===== src/occ_pkg.sv =====
// Package with register layout, reset values, clock codes and timing for the oscillator control block.
package occ_pkg;

	// ---------------------------------------------------------------
	// Register map
	// ---------------------------------------------------------------
	localparam logic [11:0] OCC_ADDR_CONTROL = 12'h000;
	localparam logic [11:0] OCC_ADDR_STATUS = 12'h004;

	// ---------------------------------------------------------------
	// Field positions and reset values
	// ---------------------------------------------------------------
	localparam int OCC_POS_PLL = 7;
	localparam int OCC_POS_FREQ_LO = 3;
	localparam int OCC_POS_SRC_LO = 0;
	localparam logic RST_SOFT_PLL = 1'b0;
	localparam logic [3:0] RST_FREQ_SEL = 4'h7;
	localparam logic [1:0] RST_SRC_SEL = 2'h0;

	// ---------------------------------------------------------------
	// Clock choice codes handed to the clock switch
	// ---------------------------------------------------------------
	localparam logic [2:0] CLK_LOW_31K = 3'h0;
	localparam logic [2:0] CLK_MED = 3'h1;
	localparam logic [2:0] CLK_HIGH = 3'h2;
	localparam logic [2:0] CLK_EXT = 3'h3;

	// ---------------------------------------------------------------
	// Timing
	// ---------------------------------------------------------------
	localparam int OCC_CLK_PERIOD_NS = 50;
	localparam int STARTUP_CYCLES_DEFAULT = 1024;
	localparam int OCC_SYNC_STAGES = 3;

	// Software visible fields grouped together.
	typedef struct packed {
		logic soft_pll_enable;
		logic [3:0] int_osc_freq_select;
		logic [1:0] sysclk_source_select;
	} occ_ctrl_s;

	// Decoded clock request going to the glitch free switch.
	typedef struct packed {
		logic [2:0] source;
		logic [3:0] freq_code;
		logic pll_on;
	} occ_clk_req_s;

	typedef enum logic [2:0] {
		OCC_ST_INT = 3'b001,
		OCC_ST_WAIT = 3'b010,
		OCC_ST_EXT = 3'b100
	} occ_state_e;

endpackage


===== src/occ_clk_switch.sv =====
// Glitch free clock selection handshake: one request is applied only after the old one is gated off.
`timescale 1ns/100ps
`default_nettype none
module occ_clk_switch
	import occ_pkg::*;
(
	input wire logic core_clk, // System clock.
	input wire logic rst, // Synchronous reset, high.
	input wire occ_clk_req_s req, // Requested clock.
	output occ_clk_req_s active, // Clock now applied.
	output logic gate_off // High while the output clock is held off.
);

	typedef struct packed {
		occ_clk_req_s cur;
		logic gated;
	} occ_sw_s;

	occ_sw_s st;
	occ_sw_s next_st;

	// A change first gates the clock for a cycle, then loads the new choice, so no short pulse escapes.
	always_comb
	begin
		next_st = st;
		if (st.gated)
		begin
			next_st.cur = req;
			next_st.gated = 1'b0;
		end
		else if (req != st.cur)
		begin
			next_st.gated = 1'b1;
		end
	end

	always_ff @(posedge core_clk)
	begin
		if (rst)
		begin
			st.cur <= '{source: CLK_MED, freq_code: RST_FREQ_SEL, pll_on: 1'b0};
			st.gated <= 1'b0;
		end
		else
		begin
			st <= next_st;
		end
	end

	assign active = st.cur;
	assign gate_off = st.gated;
endmodule
`default_nettype wire


===== src/occ_top.sv =====
// Oscillator control register with APB access, PLL control, source decode, start-up timer and fail handling.
`timescale 1ns/100ps
`default_nettype none

// What this block does
// - Configuration PLL force set keeps the times four multiplier on for code 1110 or the external source, ignoring software.
// - Without force, software PLL enable bit turns the multiplier on or off for those same cases.
// - Frequency select lives in bits 6 to 3; codes 000x pick 31 kHz low oscillator.
// - Codes 0010 and 0011 both give 31.25 kHz from the medium oscillator.
// - Code 1011 gives 1 MHz, code 1100 gives 2 MHz, from high oscillator.
// - Code 1110 gives 8 MHz, or 32 MHz when the multiplier is on.
// - Reset loads frequency select with 0111.
// - Source select in bits 1 to 0; 1x runs from internal oscillator block.
// - Source select 0x runs from the configured oscillator mode.
// - Bit 2 reads zero and ignores writes.
// - PLL enable and source select bits are read-write and reset to zero.
// - Changing source select restarts start-up timer; internal clock runs until expiry.
// - External clock failure falls back to internal clock at selected frequency.
module occ_top
	import occ_pkg::*;
#(
	parameter int STARTUP_CYCLES = STARTUP_CYCLES_DEFAULT // Start-up timer length in cycles.
)
(
	input wire logic core_clk, // System clock, 20 MHz.
	input wire logic rst, // Synchronous reset, high.
	input wire logic psel, // APB select.
	input wire logic penable, // APB access phase.
	input wire logic pwrite, // APB write.
	input wire logic [11:0] paddr, // APB byte address.
	input wire logic [31:0] pwdata, // APB write data.
	output logic [31:0] prdata, // APB read data.
	output logic pready, // APB ready.
	output logic pslverr, // APB error on unmapped address.
	input wire logic config_pll_force, // Nonvolatile PLL force setting.
	input wire logic [2:0] config_osc_mode, // Nonvolatile oscillator mode.
	input wire logic ext_clk_fail, // External clock failure, asynchronous.
	output logic times_four_multiplier, // Multiplier enable.
	output logic [2:0] clk_source, // Applied clock source code.
	output logic [3:0] clk_freq_code, // Applied internal frequency code.
	output logic [2:0] clk_mode, // Oscillator mode for the external source.
	output logic clk_gate_off, // Output clock held off during a switch.
	output logic osc_fail_flag // Fail-safe condition active.
);

	// ---------------------------------------------------------------
	// State
	// ---------------------------------------------------------------
	typedef struct packed {
		occ_ctrl_s ctrl;
		occ_state_e fsm;
		logic [15:0] startup_count;
		logic fail;
		logic [2:0] fail_sync;
		logic [31:0] rdata;
		logic err;
	} occ_state_s;

	occ_state_s st;
	occ_state_s next_st;
	occ_clk_req_s req;
	occ_clk_req_s active;
	logic wr_ctrl;
	logic acc;
	logic mapped;
	logic fail_seen;
	logic src_change;
	logic pll_on;

	localparam logic [15:0] STARTUP_LAST = 16'(STARTUP_CYCLES - 1);

	// Maps a frequency code to the oscillator that feeds it.
	function automatic logic [2:0] occ_osc_of(input logic [3:0] code);
		logic [2:0] r;
		r = CLK_HIGH;
		if (code[3:1] == 3'h0)
			r = CLK_LOW_31K;
		else if (code[3] == 1'b0)
			r = CLK_MED;
		else
			r = CLK_HIGH;
		return r;
	endfunction

	// Packs the control fields into the register image; bit 2 stays zero.
	function automatic logic [31:0] occ_image(input occ_ctrl_s c);
		logic [31:0] v;
		v = 32'h0000_0000;
		v[OCC_POS_PLL] = c.soft_pll_enable;
		v[OCC_POS_FREQ_LO +: 4] = c.int_osc_freq_select;
		v[OCC_POS_SRC_LO +: 2] = c.sysclk_source_select;
		return v;
	endfunction

	// ---------------------------------------------------------------
	// Bus decode
	// ---------------------------------------------------------------
	// Zero wait states keep the software side simple; every access finishes in its first access cycle.
	assign acc = psel && penable;
	assign mapped = (paddr == OCC_ADDR_CONTROL) || (paddr == OCC_ADDR_STATUS);
	assign wr_ctrl = acc && pwrite && (paddr == OCC_ADDR_CONTROL);
	assign pready = 1'b1;
	assign src_change = wr_ctrl && (pwdata[OCC_POS_SRC_LO +: 2] != st.ctrl.sysclk_source_select);
	assign fail_seen = st.fail_sync[1] && st.fail_sync[2];

	// Force overrides the software bit; otherwise the software bit decides.
	assign pll_on = config_pll_force ? 1'b1 : st.ctrl.soft_pll_enable;

	// ---------------------------------------------------------------
	// Next state
	// ---------------------------------------------------------------
	always_comb
	begin
		next_st = st;
		next_st.fail_sync = {st.fail_sync[1:0], ext_clk_fail};
		next_st.err = 1'b0;
		next_st.rdata = 32'h0000_0000;
		if (psel && !penable)
		begin
			next_st.err = !mapped;
			if (!pwrite && paddr == OCC_ADDR_CONTROL)
				next_st.rdata = occ_image(st.ctrl);
			else if (!pwrite && paddr == OCC_ADDR_STATUS)
				next_st.rdata = {27'h000_0000, st.fsm == OCC_ST_EXT, st.fail, active.source[1:0], pll_on};
		end
		if (wr_ctrl)
		begin
			next_st.ctrl.soft_pll_enable = pwdata[OCC_POS_PLL];
			next_st.ctrl.int_osc_freq_select = pwdata[OCC_POS_FREQ_LO +: 4];
			next_st.ctrl.sysclk_source_select = pwdata[OCC_POS_SRC_LO +: 2];
		end
		// Source sequencing: internal first, external only after the timer runs out.
		unique case (st.fsm)
			OCC_ST_INT:
			begin
				if (!st.ctrl.sysclk_source_select[1] && !st.fail)
				begin
					next_st.fsm = OCC_ST_WAIT;
					next_st.startup_count = 16'h0000;
				end
			end
			OCC_ST_WAIT:
			begin
				if (st.startup_count == STARTUP_LAST)
					next_st.fsm = OCC_ST_EXT;
				else
					next_st.startup_count = st.startup_count + 16'h0001;
				if (st.ctrl.sysclk_source_select[1])
					next_st.fsm = OCC_ST_INT;
			end
			OCC_ST_EXT:
			begin
				if (st.ctrl.sysclk_source_select[1] || fail_seen)
					next_st.fsm = OCC_ST_INT;
			end
		endcase
		if (fail_seen && st.fsm == OCC_ST_EXT)
			next_st.fail = 1'b1;
		else if (src_change)
			next_st.fail = 1'b0;
		// A write that changes the source restarts the timer from the internal clock.
		if (src_change)
		begin
			next_st.fsm = OCC_ST_INT;
			next_st.startup_count = 16'h0000;
		end
	end

	always_ff @(posedge core_clk)
	begin
		if (rst)
		begin
			st.ctrl.soft_pll_enable <= RST_SOFT_PLL;
			st.ctrl.int_osc_freq_select <= RST_FREQ_SEL;
			st.ctrl.sysclk_source_select <= RST_SRC_SEL;
			st.fsm <= OCC_ST_INT;
			st.startup_count <= 16'h0000;
			st.fail <= 1'b0;
			st.fail_sync <= 3'h0;
			st.rdata <= 32'h0000_0000;
			st.err <= 1'b0;
		end
		else
		begin
			st <= next_st;
		end
	end

	// ---------------------------------------------------------------
	// Clock request and outputs
	// ---------------------------------------------------------------
	// The multiplier acts only on the 8 MHz high code, giving 32 MHz, or on the external source.
	always_comb
	begin
		req.freq_code = st.ctrl.int_osc_freq_select;
		req.pll_on = pll_on && (st.fsm == OCC_ST_EXT || st.ctrl.int_osc_freq_select == 4'he);
		if (st.fsm == OCC_ST_EXT)
			req.source = CLK_EXT;
		else
			req.source = occ_osc_of(st.ctrl.int_osc_freq_select);
	end

	occ_clk_switch u_switch (
		.core_clk(core_clk),
		.rst(rst),
		.req(req),
		.active(active),
		.gate_off(clk_gate_off)
	);

	assign prdata = st.rdata;
	assign pslverr = st.err;
	assign times_four_multiplier = active.pll_on;
	assign clk_source = active.source;
	assign clk_freq_code = active.freq_code;
	assign clk_mode = config_osc_mode;
	assign osc_fail_flag = st.fail;
endmodule
`default_nettype wire


===== config.mk =====
export PLATFORM = sky130hd
export DESIGN_NAME = occ_top
export DESIGN_NICKNAME = d
export VERILOG_FILES = /design/src/occ_pkg.sv /design/src/occ_clk_switch.sv /design/src/occ_top.sv
export SDC_FILE = /design/constraint.sdc
export NUM_CORES = 1
export LEC_CHECK = 0
export ABC_AREA = 1
export BUFFER_PORTS_ARGS = -buffer_cell sky130_fd_sc_hd__buf_4
export CAP_MARGIN = 10
export CORE_ASPECT_RATIO = 0.6
export CORE_MARGIN = 2
export CORE_UTILIZATION = 32
export CTS_BUF_LIST = sky130_fd_sc_hd__clkbuf_8
export DETAILED_ROUTE_END_ITERATION = 10
export HOLD_SLACK_MARGIN = 0.15
export SLEW_MARGIN = 25
export SYNTH_ARGS = -nofsm -noshare
export SYNTH_HDL_FRONTEND = slang
export SYNTH_SLANG_ARGS = --single-unit

===== constraint.sdc =====
create_clock -name core_clk -period 2 [get_ports core_clk]
set_input_delay 0.6 -clock core_clk [delete_from_list [all_inputs] [get_ports core_clk]]
set_output_delay 0.6 -clock core_clk [all_outputs]
set_load 0.1 [all_outputs]

==> flow_metrics.tcl, run 1 <==
set metrics [dict create \
    status "finished clean" \
    yosysTopAreaCell "dfxtp_1" \
    io_buffers 43 \
    max_freq_mhz 591 \
    maxSlewViolCount 0 \
    min_period_ns 1.69 \
    ys_seq_area_frac 0.350 \
    drv_cap 0 \
    max_stage_delay_ns 0.45 \
    post_cts_buffers 0 \
    hold_viol_final 0 \
    avgViaCountPerCell 4.55 \
    synth-async-reset-ratio 0 \
    min_to "next_st[35]" \
    drive_gt1_frac 0.191 \
    synth_area_mm2 0.00269 \
    hpwlAfterDp_mm 4.92 \
    wl_per_cell_um 11.9 \
    setup_tns_ns 0 \
    ys_seq_elements 47 \
    period_share 0.846 \
    cp-end-kind "output pin" \
    row_count 25 \
    crit_slowest_cell "dfxtp_1" \
    synth_common_cells "88 x nand2_1, 47 x dfxtp_1, 46 x nor2_1, 39 x inv_1, 37 x buf_4" \
    cp.buffers_inverters 1 \
    reg2reg_depth 9 \
    crit_fanout 5 \
    drt_iter0_markers 183 \
    wirelength_mm 6.34 \
    yosysTopAreaCellShare 0.350 \
    overflow 0 \
    path_class "flop to output pin" \
    antenna_found_initial 0 \
    regToRegEndpoint "st[45]" \
    power_density_mw_per_mm2 710 \
    crit_arrival_ns 1.09 \
    ys_warn_count 0 \
    grt_pass1_vias 2026 \
    startpoint_type "flop" \
    drtAntennaViolNets 0 \
    die_w_um 122 \
    worstHoldStart "next_st[34]" \
    synth.area.top_cells "dfxtp_1 35%, nand2_1 12%, buf_4 10%" \
    place_ws_ns 0.106 \
    whs_path_depth 2 \
    n_antenna_cell 0 \
    postCtsResizedCells 0 \
    nNetsFinal 478 \
    start_util 0.335 \
    drt-pass1-iter-count 5 \
    ios 101 \
    cts_hold_buffers 0 \
    r2r-start "st[37]" \
    clock-root-buffer "clkbuf_8" \
    track_usage 0.145 \
    path_cells "buf_4" \
    syn_avg_cell_area_um2 6.94 \
    fin_skew_ns 0.00506 \
    ir_worst_vdd_mv 0.460 \
    cts_buffers 5 \
    synth-edff-count 0 \
    grt_pass1_wl_mm 10.2 \
    cts_buffer_depth 2 \
    r2r_slack_ns 0.34 \
    clock-sinks 47 \
    grt_max_degree 15 \
    synth_cell_types 39 \
    cp.required_ns 1.40 \
    drc_errors 0 \
    ys.flop_type "dfxtp_1" \
    p_leak_nw 1.34 \
    cts_max_level 2 \
    gp_congestion 0.890 \
    synthMostInstantiatedCell "nand2_1" \
    clk_latency_ns 0.31 \
    rsz0062_at_grt "false" \
    coreArea_mm2 0.00801 \
    crit_family "flip-flops" \
    postSynthCellCount 387 \
    vias 2415 \
    setup_viol_count_final 0 \
    path_clk_slew_ns 0.09 \
    hp-class "flop to flop" \
    die_area_mm2 0.00917 \
    area_delta_synth_final_pct 13.8 \
    setup_ws_ns 0.308 \
    die-height_um 75.0 \
    cts_tree "yes" \
]
[cells by family (layout without fill, tap and decap cells)]
kind of cell / after synthesis / count (layout) / share of synthesized area
and+or+nand+nor: 201 / 201 / 0.341
buffers and inverters: 86 / 98 / 0.180
AOI/OAI and AO/OA: 47 / 47 / 0.111
DFF: 47 / 47 / 0.350
xor gates and xnor gates: 3 / 3 / 0.00978
other: 2 / 26 / 0.00280
adders and majority gates: 1 / 1 / 0.00466
[final cells by class]
type | instances | area (um2)
Sequential cell | 47 | 941
Clock buffer | 5 | 68.8
Inverter | 43 | 163
Multi-Input combinational cell | 278 | 1350
Fill cell | 855 | 4950
Timing Repair Buffer | 48 | 360
Tap cell | 108 | 135
Clock inverter | 2 | 37.5
[state kept, by name, summed over array words and instances (netlist names)]
register,flops
pslverr,1
u_switch.gate_off,1
req,4
osc_fail_flag,1
st,23
u_switch.active,7
prdata,8
next_st,2
[worst max-delay path by stage]
stage | start | to | slack [ns] | cells past startpoint
final | u_switch.active[5] | clk_source[0] | 0.31 | 1
after global routing | st[37] | st[45] | 0.12 | 9
after CTS | u_switch.active[5] | clk_source[0] | 0.30 | 1
after detailed placement | paddr[1] | st[37] | 0.11 | 8
after global placement | paddr[1] | st[42] | 0.13 | 8
after floorplan | osc_fail_flag | st[52] | 0.16 | 9
[layout by cell type (no fill, tap or decap), drive strengths merged, types with 3 or more instances in the layout]
| master | n |
|---|---|
| nand4 | 12 |
| or2 | 6 |
| clkbuf | 5 |
| conb | 26 |
| nor2 | 50 |
| a21oi | 22 |
| buf | 48 |
| xor2 | 3 |
| o22ai | 6 |
| o21ai | 12 |
| dfxtp | 47 |
| inv | 41 |
| nand2 | 92 |
| o22a | 3 |
| nand3 | 36 |
[routing by layer]
metal,share of wire,wire [um],up-vias,GRT usage
met5,0,0,-,0
met4,0.011,72,0,0.0421
met3,0.074,471,8,0.0318
met2,0.36,2310,74,0.186
met1,0.55,3480,1077,0.232
li1,-,-,1256,-
[stage by stage]
step	cell area [um2]	utilization	total power [mW]	instances	hold WS, ns
2_1_floorplan	2780	-	1.47	411	0.388
3_3_place_gp	2950	0.368	1.48	524	0.395
3_5_place_dp	2950	0.368	1.49	524	0.395
4_1_cts	3060	0.382	2.18	531	0.407
5_1_grt	3060	0.382	2.26	531	0.427
6_report	3060	0.382	2.17	531	0.406
[power by group]
group	internal [mW]	switching, mW
Sequential	0.954	0.0148
Combinational	0.0905	0.409
Clock	0.366	0.338
Total	1.41	0.762
No activity file was read; power rests on OpenSTA's default activity.
==> run 2, diff against run 1 <==
- ABC_AREA: 1 -> 0
- clock period: 2 -> 1.4 ns (I/O delays scaled with it)
==> run 2 against run 1 <==
  * The flow now finishes with violations (negative setup slack)
  * Synthesized cell count down 26%
  * Clock skew up 0.0062 ns
  * Via count down 0.79%
  * Power up 82%
  * Sequential cell count unchanged
==> flow_metrics.tcl, run 2 <==
set metrics [dict create \
    maxSlewViolCount 0 \
    path_class "flop to flop" \
    die-height_um 73.5 \
    synthMostInstantiatedCell "dfxtp_1" \
    cts_hold_buffers 0 \
    ys_seq_area_frac 0.365 \
    cts_buffer_depth 2 \
    max_freq_mhz 579 \
    power_density_mw_per_mm2 1000 \
    row_count 25 \
    clock-root-buffer "clkbuf_8" \
    cts_max_level 2 \
    ys.flop_type "dfxtp_1" \
    vias 2396 \
    r2r-start "st[54]" \
    die_area_mm2 0.00880 \
    min_period_ns 1.73 \
    cts_tree "yes" \
    crit_fanout 5 \
    io_buffers 43 \
    start_util 0.328 \
    grt_pass1_wl_mm 10.8 \
    gp_congestion 0.783 \
    drt_iter0_markers 147 \
    track_usage 0.156 \
    slew_headroom 0.662 \
    synth-async-reset-ratio 0 \
    r2r_slack_ns -0.33 \
    ys_seq_elements 47 \
    largest_reg_flops 23 \
    layout_common_cells "89 x buf_4, 31 x dfxtp_1, 26 x conb_1" \
    p_leak_nw 1.62 \
    crit_arrival_ns 1.96 \
    coreArea_mm2 0.00785 \
    drc_errors 0 \
    setup_tns_ns -5.03 \
    reg2reg_depth 8 \
    overflow 0 \
    wl_per_cell_um 14.9 \
    cts_buffers 5 \
    cp-end-kind "flop" \
    synth_area_mm2 0.00257 \
    fin_skew_ns 0.0112 \
    worstHoldStart "ext_clk_fail" \
    drtAntennaViolNets 0 \
    setup_viol_count_final 28 \
    worst_pin_slew_ns 0.505 \
    period_share 1.23 \
    synth_cell_types 63 \
    startpoint_type "flop" \
    ys_warn_count 0 \
    yosysTopAreaCell "dfxtp_1" \
    drt-pass1-iter-count 4 \
    hp-class "input pin to flop" \
    rsz0062_at_grt "true" \
    ir_worst_vdd_mv 0.685 \
    power.total_mw 3.94 \
    violations "negative setup slack" \
    setup_ws_ns -0.326 \
    path_clk_slew_ns 0.11 \
    crit_path_start "st[54]" \
    hold_viol_final 0 \
    synth_common_cells "47 x dfxtp_1, 37 x buf_4, 29 x nor2_1, 13 x nand2_1, 10 x a21oi_1" \
    n_antenna_cell 0 \
    grt_pass1_vias 2127 \
    antenna_found_initial 0 \
    postSynthCellCount 287 \
    clock-sinks 47 \
    drv_cap 0 \
    synth-edff-count 0 \
    wirelength_mm 7.41 \
    grt_max_degree 20 \
    whs_path_depth 2 \
    clk_latency_ns 0.31 \
    syn_avg_cell_area_um2 8.97 \
    yosysTopAreaCellShare 0.365 \
    die_w_um 120 \
    avgViaCountPerCell 4.82 \
    hpwlAfterDp_mm 5.01 \
    status "finished with violations" \
    drive_gt1_frac 0.535 \
    nNetsFinal 443 \
    ios 101 \
    cp.required_ns 1.63 \
    final_common_cell "buf_4" \
    synth.area.top_cells "dfxtp_1 37%, buf_4 11%, nor2_1 4.2%" \
    largest-register "st" \
    area_delta_synth_final_pct 52.8 \
]
-- run 2: changes by cell type after synthesis, sizes merged, moves of 8 or more --
cell and delta:
a211o +8, inv -36, a21oi -10, nor3 +8
nand4 -10, nor2 -21, nand2 -78, nand3 -25
buf +8
-- run 2: through the flow --
| stage | instance area (um2) | util | worst slack, ns | hold slack, ns | cells |
|---|---|---|---|---|---|
| after floorplan | 2810 | - | -0.279 | 0.414 | 311 |
| after global placement | 3300 | 0.420 | -0.471 | 0.422 | 467 |
| after detailed placement | 3300 | 0.420 | -0.449 | 0.421 | 467 |
| after CTS | 3660 | 0.466 | -0.255 | 0.306 | 486 |
| after global routing | 3930 | 0.501 | -0.418 | 0.308 | 497 |
| final | 3930 | 0.501 | -0.326 | 0.309 | 497 |
-- run 2: where the power goes --
part	internal [mW]	total, mW	switching, mW
Sequential	1.42	1.52	0.0940
Clock	0.371	0.904	0.533
Combinational	0.470	1.52	1.05
-- run 2: cell type report --
cell class | count | area, um2
Sequential cell | 47 | 976
Multi-Input combinational cell | 208 | 1640
Timing Repair Buffer | 121 | 1070
Clock inverter | 3 | 27.5
Clock buffer | 5 | 68.8
Inverter | 5 | 18.8
Tap cell | 108 | 135
Fill cell | 704 | 3920
-- run 2: path summary, 6_finish.rpt --
kind	endpoint
max	st[50]
min	next_st[34]
max reg2reg	st[50]
min reg2reg	next_st[35]
-- run 2: layer usage --
metal / global-route usage / share of wire / wire [um] / vias up
met5: 0 / 0 / 0 / -
met4: 0.0405 / 0.010 / 74 / 0
met3: 0.0264 / 0.051 / 378 / 7
met2: 0.221 / 0.42 / 3110 / 54
met1: 0.243 / 0.52 / 3850 / 1161
li1: - / - / - / 1174
-- run 2: timing repair --
action / CTS / global route
gates resized for setup: 44 / 49
endpoints found under the setup margin: 37 / 42
gates cloned: 2 / 1
pin swaps: 18 / 32
hold endpoints to repair: 0 / 0
setup buffers: 9 / 11
-- run 2: critical path, stage by stage (launching register included) --
cell and delay (ns):
dfxtp_4 0.38, buf_6 0.11, buf_4 0.12, nor3b_4 0.32, nand3_4 0.15, o21ai_4 0.22, buf_12 0.14, a21oi_2 0.04
a211oi_2 0.17
-- run 2: cells by family after synthesis --
kind of cell,after synthesis,synth area share
AND/OR/NAND/NOR,105,0.235
AO/OA/AOI/OAI,61,0.189
buffers and inverters,56,0.149
flip-flops,47,0.365
XOR/XNOR,9,0.0306
multiplexers,6,0.0233
other,2,0.00292
adder cells (fa/ha/maj),1,0.00486
